[src/rtl/alc_pkg.sv]
package alc_pkg;

  // ----------------------------------------------------------------
  // register map
  // ----------------------------------------------------------------
  localparam logic [6:0] ALC_OFS_MODE    = 7'h7b;
  localparam logic [6:0] ALC_OFS_THRESH  = 7'h7c;
  localparam logic [6:0] ALC_OFS_RESTART = 7'h7d;
  localparam logic [7:0] ALC_MODE_RST    = 8'h00;
  localparam logic [7:0] ALC_THRESH_RST  = 8'h00;

  // ----------------------------------------------------------------
  // field positions
  // ----------------------------------------------------------------
  localparam int ALC_POS_ENABLE   = 0;
  localparam int ALC_POS_DUAL     = 1;
  localparam int ALC_POS_RECSEL   = 2;
  localparam int ALC_POS_STEPLIM  = 4;
  localparam int ALC_POS_RATE     = 6;
  localparam int ALC_POS_ATTACK_INTERVAL  = 0;
  localparam int ALC_POS_RECOVERY_INTERVAL  = 1;
  localparam int ALC_POS_ATTACK_THRESHOLD    = 3;
  localparam int ALC_POS_RECOVERY_THRESHOLD    = 5;

  // ----------------------------------------------------------------
  // codes and timing
  // ----------------------------------------------------------------
  localparam logic [1:0] ALC_REC_NONE    = 2'h0;
  localparam logic [1:0] ALC_REC_NORMAL  = 2'h1;
  localparam logic [1:0] ALC_REC_LIMITED = 2'h2;
  localparam logic [1:0] ALC_RATE_96K    = 2'h0;
  localparam logic [1:0] ALC_RATE_48K    = 2'h1;
  localparam logic [1:0] ALC_RATE_32K    = 2'h2;
  localparam int ALC_KHZ_96        = 96;
  localparam int ALC_KHZ_48        = 48;
  localparam int ALC_KHZ_32        = 32;
  localparam int ALC_ATK_SHORT_MS  = 1;
  localparam int ALC_ATK_LONG_MS   = 4;
  localparam int ALC_REC_BASE_MS   = 32;
  localparam logic [7:0] ALC_GAIN_MAX = 8'hff;

  // ----------------------------------------------------------------
  // carriers
  // ----------------------------------------------------------------
  typedef struct packed {
    logic [5:0] left;
    logic [5:0] right;
  } alc_levels_t;

  typedef struct packed {
    logic [6:0] addr;
    logic       wr;
    logic       rd;
    logic [7:0] wdata;
  } alc_reg_req_t;

  typedef struct packed {
    logic [7:0]  mode;
    logic [7:0]  thresh;
    logic [7:0]  gain_red;
    logic [15:0] atk_cnt;
    logic [15:0] rec_cnt;
    logic [4:0]  steps;
    logic [7:0]  rdata;
  } alc_state_t;

endpackage : alc_pkg

[src/rtl/alc_level_ctrl.sv]
`timescale 1ns/1ps
`default_nettype none

// Function
// RQ1 - level control acts only while enable bit is set; otherwise gain untouched (a restart write still clears gain to 0 while disabled)
// RQ2 - dual detect 0: either channel over attack limit starts gain reduction
// RQ3 - dual detect 1: reduce only when both channels are over together
// RQ4 - recovery select: 00 none, 01 normal, 10 limited, 11 reserved
// RQ5 - limited recovery step limit codes give 3, 7, 15, 31
// RQ6 - software sets rate field to the adc rate; code 11 not used
// RQ7 - recovery threshold codes give -2, -3, -4, -6 dB
// RQ8 - attack threshold codes give 0, -1, -2, -4 dB
// RQ9 - recovery interval codes give 32, 64, 128, 256 ms
// RQ10 - attack interval bit gives 1 ms or 4 ms
// RQ11 - any write to third register restarts level control
// RQ12 - reading third register returns current gain reduction
// RQ13 - intervals counted in adc sample periods at the selected rate
// RQ14 - limited recovery stops after the step limit until restart
module alc_level_ctrl (
  input  wire logic                  clk_i,
  input  wire logic                  rst_i,
  input  wire alc_pkg::alc_reg_req_t reg_req_i,
  output logic [7:0]                 reg_rdata_o,
  input  wire logic                  sample_stb_i,
  input  wire alc_pkg::alc_levels_t  levels_i,
  output logic [7:0]                 gain_reduction_o
);
  import alc_pkg::*;

  // ----------------------------------------------------------------
  // helpers
  // ----------------------------------------------------------------
  function automatic logic [15:0] rate_khz(input logic [1:0] code);
    unique case (code)
      ALC_RATE_96K: rate_khz = 16'(ALC_KHZ_96);
      ALC_RATE_32K: rate_khz = 16'(ALC_KHZ_32);
      default:      rate_khz = 16'(ALC_KHZ_48);
    endcase
  endfunction : rate_khz

  function automatic logic [5:0] atk_db(input logic [1:0] code);
    atk_db = (code == 2'h3) ? 6'h04 : {4'h0, code};                     // see RQ8
  endfunction : atk_db

  function automatic logic [5:0] rec_db(input logic [1:0] code);
    rec_db = (code == 2'h3) ? 6'h06 : 6'(code) + 6'h02;                 // see RQ7
  endfunction : rec_db

  alc_state_t  s_q;
  alc_state_t  s_d;
  logic        enable;
  logic        dual;
  logic [1:0]  recsel;
  logic [4:0]  step_lim;
  logic [15:0] khz;
  logic [15:0] atk_lim;
  logic [15:0] rec_lim;
  logic        l_over;
  logic        r_over;
  logic        over;
  logic        quiet;
  logic        may_recover;
  logic        restart;

  // ----------------------------------------------------------------
  // decode
  // ----------------------------------------------------------------
  always_comb begin
    enable   = s_q.mode[ALC_POS_ENABLE];
    dual     = s_q.mode[ALC_POS_DUAL];
    recsel   = s_q.mode[ALC_POS_RECSEL +: 2];
    step_lim = 5'((6'h04 << s_q.mode[ALC_POS_STEPLIM +: 2]) - 6'h01);   // see RQ5
    khz      = rate_khz(s_q.mode[ALC_POS_RATE +: 2]);                    // see RQ13
    atk_lim  = 16'(khz * (s_q.thresh[ALC_POS_ATTACK_INTERVAL] ?
                          ALC_ATK_LONG_MS : ALC_ATK_SHORT_MS));          // see RQ10
    rec_lim  = 16'(khz * (ALC_REC_BASE_MS << s_q.thresh[ALC_POS_RECOVERY_INTERVAL +: 2])); // see RQ9
    l_over   = levels_i.left  <= atk_db(s_q.thresh[ALC_POS_ATTACK_THRESHOLD +: 2]);
    r_over   = levels_i.right <= atk_db(s_q.thresh[ALC_POS_ATTACK_THRESHOLD +: 2]);
    over     = dual ? (l_over & r_over) : (l_over | r_over);            // see RQ2 see RQ3
    quiet    = (levels_i.left  >= rec_db(s_q.thresh[ALC_POS_RECOVERY_THRESHOLD +: 2])) &&
               (levels_i.right >= rec_db(s_q.thresh[ALC_POS_RECOVERY_THRESHOLD +: 2]));
    may_recover = (recsel == ALC_REC_NORMAL) ||
                  ((recsel == ALC_REC_LIMITED) && (s_q.steps < step_lim)); // see RQ4 see RQ14
    restart  = reg_req_i.wr && (reg_req_i.addr == ALC_OFS_RESTART);
  end

  // ----------------------------------------------------------------
  // next state
  // ----------------------------------------------------------------
  always_comb begin
    s_d = s_q;
    if (reg_req_i.wr && reg_req_i.addr == ALC_OFS_MODE) begin
      s_d.mode = reg_req_i.wdata;
    end
    if (reg_req_i.wr && reg_req_i.addr == ALC_OFS_THRESH) begin
      s_d.thresh = {1'b0, reg_req_i.wdata[6:0]};
    end
    if (reg_req_i.rd) begin
      unique case (reg_req_i.addr)
        ALC_OFS_MODE:    s_d.rdata = s_q.mode;
        ALC_OFS_THRESH:  s_d.rdata = s_q.thresh;
        ALC_OFS_RESTART: s_d.rdata = s_q.gain_red;                     // see RQ12
        default:         s_d.rdata = 8'h00;
      endcase
    end
    if (restart) begin                                                  // see RQ11
      s_d.gain_red = 8'h00;
      s_d.atk_cnt  = 16'h0000;
      s_d.rec_cnt  = 16'h0000;
      s_d.steps    = 5'h00;
    end else if (enable && sample_stb_i) begin                          // see RQ1
      if (over) begin
        s_d.rec_cnt = 16'h0000;
        if (s_q.atk_cnt >= atk_lim - 16'h0001) begin
          s_d.atk_cnt = 16'h0000;
          if (s_q.gain_red != ALC_GAIN_MAX) begin
            s_d.gain_red = s_q.gain_red + 8'h01;
          end
        end else begin
          s_d.atk_cnt = s_q.atk_cnt + 16'h0001;
        end
      end else begin
        s_d.atk_cnt = 16'h0000;
        if (quiet && may_recover && s_q.gain_red != 8'h00) begin
          if (s_q.rec_cnt >= rec_lim - 16'h0001) begin
            s_d.rec_cnt  = 16'h0000;
            s_d.gain_red = s_q.gain_red - 8'h01;
            if (s_q.steps != 5'h1f) begin
              s_d.steps = s_q.steps + 5'h01;                            // see RQ14
            end
          end else begin
            s_d.rec_cnt = s_q.rec_cnt + 16'h0001;
          end
        end else begin
          s_d.rec_cnt = 16'h0000;
        end
      end
    end
  end

  always_ff @(posedge clk_i) begin
    if (rst_i) begin
      s_q <= '{mode: ALC_MODE_RST, thresh: ALC_THRESH_RST, default: '0};
    end else begin
      s_q <= s_d;
    end
  end

  assign reg_rdata_o      = s_q.rdata;
  assign gain_reduction_o = s_q.gain_red;
endmodule : alc_level_ctrl

`default_nettype wire

[config.mk]
export PLATFORM = sky130hd
export DESIGN_NAME = alc_level_ctrl
export DESIGN_NICKNAME = d
export VERILOG_FILES = /design/src/rtl/alc_pkg.sv /design/src/rtl/alc_level_ctrl.sv
export SDC_FILE = /design/constraint.sdc
export NUM_CORES = 1
export LEC_CHECK = 0
export BUFFER_PORTS_ARGS = -buffer_cell sky130_fd_sc_hd__buf_2
export CAP_MARGIN = 30
export CORE_MARGIN = 4
export CORE_UTILIZATION = 62
export CTS_BUF_LIST = sky130_fd_sc_hd__clkbuf_8
export DETAILED_ROUTE_END_ITERATION = 8
export PLACE_DENSITY = 0.83
export SYNTH_ARGS = -nofsm -noshare
export SYNTH_HDL_FRONTEND = slang
export SYNTH_SLANG_ARGS = --single-unit
[constraint.sdc]
create_clock -name clk_i -period 6.3 [get_ports clk_i]
set_input_delay 1.26 -clock clk_i [delete_from_list [all_inputs] [get_ports clk_i]]
set_output_delay 1.26 -clock clk_i [all_outputs]
set_load 0.01 [all_outputs]
==> out/metrics.cfg <==
[worst_setup_path]
crit_top_cell = ha_1
arrival_ns = 5.58
r2r_cells = 18
slowest_stage = or4_1
critPathRequiredTime_ns = 6.58
rr_endpoint = s_q[11]$_SDFFE_PP0P_
crit_buf_inv = 2
r2r_setup_slack_ns = 1.00
critical_path.startpoint = s_q[67]$_SDFFE_PP0P_
critical_path.cell_chain = nor2_1, nand3b_1, ha_1, fa_1, inv_1, ha_1, ha_1, ha_1, inv_1, fa_1, ha_1, a21o_1, a21o_1, a21oi_1, o21ai_1, nand3b_1, or4_1, a21oi_1
cp_slowest_stage_delay_ns = 0.59
reg2reg_from = s_q[67]$_SDFFE_PP0P_
critical_path.top_delay_family = adder cells
critPathMaxFanout = 12
cp-end-kind = flip-flop
worstSetupStartpointType = flip-flop
crit_end = s_q[11]$_SDFFE_PP0P_
criticalPathCategory = flip-flop to flip-flop
path_depth = 18

[sta]
finalWorstPathRequiredPeriod_ns = 5.30
setup_viol = 0
tightest_slew_ns = 0.816
fmax_mhz = 189
setup_ws_ns = 1.00
rsz0062_at_grt = false
hold_viol_final = 0
fin_skew_ns = 0.00972
slew_headroom_pct = 45.4
maxSlewViolCount = 0
fin_tns_setup_ns = 0
fin_crit_sh_pct = 84.1
hold_slack_ns = 0.432

[synthesis]
syn_area_per_cell_um2 = 8.40
synth.distinct_cells = 60
synthesis.instances = 551
syn_area_um2 = 4630
ys_seq_area_share_pct = 29.4
synth-main-ff-cell = dfxtp_1
synth_async_sr_flop_share_pct = 0
synth_edf_count = 0
syn_nets = 640
ys_ff_latch = 68
yosys_warnings = 0

[clock_network]
cts.sinks = 68
cts_buffers = 9
h-tree-depth = 3
clk_pin_slew_ns = 0.08
clock_latency_ns = 0.36
cts_resized = 0
clockBufferDepth = 2
cts_setup_buffers = 0
cts_hold_buf = 0
clock-root-buffer = clkbuf_8
cts_tree = built

[drt]
drc_errors = 0
vias = 4244
drtPass1Iterations = 5
drtAntennaViolNets = 0
drtIter0Drc = 303
wirelength_um = 11000
viasPerCell = 6.30
routedWlPerCell_um = 16.3

[layout]
postLayoutCellArea_um2 = 4970
nets = 659
diodes = 0
final_core_util_pct = 68.6
final_cell_mix = 68 x dfxtp_1, 53 x ha_1, 47 x buf_2, 44 x nand2_1, 42 x nor2_1
fin_cells = 674
final_common_cell = dfxtp_1
synthToLayoutAreaGrowth_pct = 7.49
drive_gt1_share_pct = 13.9

[grt]
antenna_found_initial = 0
grt_usage_pct = 25.7
grt_overflow_total = 0
grt_pass1_wl_um = 18300
grt_pass1_vias = 3931
grt_start_max_net_pins = 35

[placed_design]
port_buffers = 47
dpl_cell_area_um2 = 4780
gp_congestion = 0.787
place_ws_ns = 1.08
dp_cells = 658
dp_hpwl_um = 7940

[job]
maxCapViolCount = 0

[die]
die_w_um = 94.4
ios = 48
rows = 31
initial_core_util_pct = 63.8
die_height_um = 94.4
die-area_um2 = 8910
core_um2 = 7250

[power]
total_power_mw = 0.856
p_leak_nw = 2.11
p_per_area_nw_per_um2 = 172
ir_worst_vdd_mv = 0.0980

[min_path]
whs_path_depth = 2
hp-class = flip-flop to flip-flop

[status]
status = complete, no violations

-- final cells by class --
class,count,area [µm²]
Multi-Input combinational cell,413,2920
Fill cell,612,2280
Sequential cell,68,1360
Timing Repair Buffer,51,265
Clock buffer,9,124
Tap cell,99,124
Inverter,27,101
Clock inverter,7,73.8
-- sequential cells by signal, indices dropped and copies added, names as in the netlist --
register and count:
s_q 48, gain_reduction_o 8, reg_rdata_o 8, recsel 2
dual 1, enable 1
-- logic make-up after synthesis --
group / Yosys count / share of synthesized area [%]
and+or+nand+nor: 193 / 21.0
AOI/OAI and AO/OA: 134 / 20.1
buffers and inverters: 70 / 7.38
DFF: 68 / 29.4
adders and majority gates: 58 / 16.3
muxes: 16 / 3.60
xor gates and xnor gates: 11 / 2.08
other: 1 / 0.0810
-- synth_stat cells, drive strengths merged, types with 4 or more instances --
cell type	instances	area, µm²
dfxtp	68	1360
ha	53	663
nand2	44	165
nor2	42	158
a21oi	33	165
inv	27	101
nand3	27	135
buf	24	169
and3	19	119
clkbuf	19	71.3
o21ai	19	95.1
nor3	14	80.1
a211oi	12	90.1
a21o	11	82.6
mux2i	11	110
or3	10	62.6
a22oi	9	67.6
xnor2	8	70.1
nand4	7	43.8
nor4	7	43.8
o211ai	6	50.1
o311a	6	60.1
mux2	5	56.3
nor3b	5	37.5
a311oi	4	35.0
fa	4	80.1
nand2b	4	25.0
nand3b	4	30.0
nor2b	4	25.0
o21a	4	30.0
-- tightest hold or removal path: stages, from the launching register on --
cell and delay, ns:
dfxtp_1 0.31, nand2_1 0.05, a21oi_1 0.03
-- routing by layer --
layer	vias up	share of wire (%)	track usage, %
met2	153	47	40.3
met4	0	1.7	9.99
met3	25	7.0	5.58
met5	-	0	0
li1	2047	-	-
met1	2019	45	34.6
-- report_power, final --
group,leakage [nW],internal (mW),switching (mW)
clock,0.100,0.185,0.183
combinational,1.46,0.0219,0.0334
sequential,0.549,0.432,0.00136
-- how the worst min path moves through the flow --
stage,slack (ns),start,to
2_1_floorplan,0.41,s_q[42]$_SDFFE_PP0P_,s_q[42]$_SDFFE_PP0P_
3_3_place_gp,0.42,s_q[42]$_SDFFE_PP0P_,s_q[42]$_SDFFE_PP0P_
3_5_place_dp,0.42,s_q[42]$_SDFFE_PP0P_,s_q[42]$_SDFFE_PP0P_
4_1_cts,0.43,s_q[42]$_SDFFE_PP0P_,s_q[42]$_SDFFE_PP0P_
5_1_grt,0.47,s_q[42]$_SDFFE_PP0P_,s_q[42]$_SDFFE_PP0P_
6_report,0.43,s_q[42]$_SDFFE_PP0P_,s_q[42]$_SDFFE_PP0P_
Power figures use the tool's default switching activity.
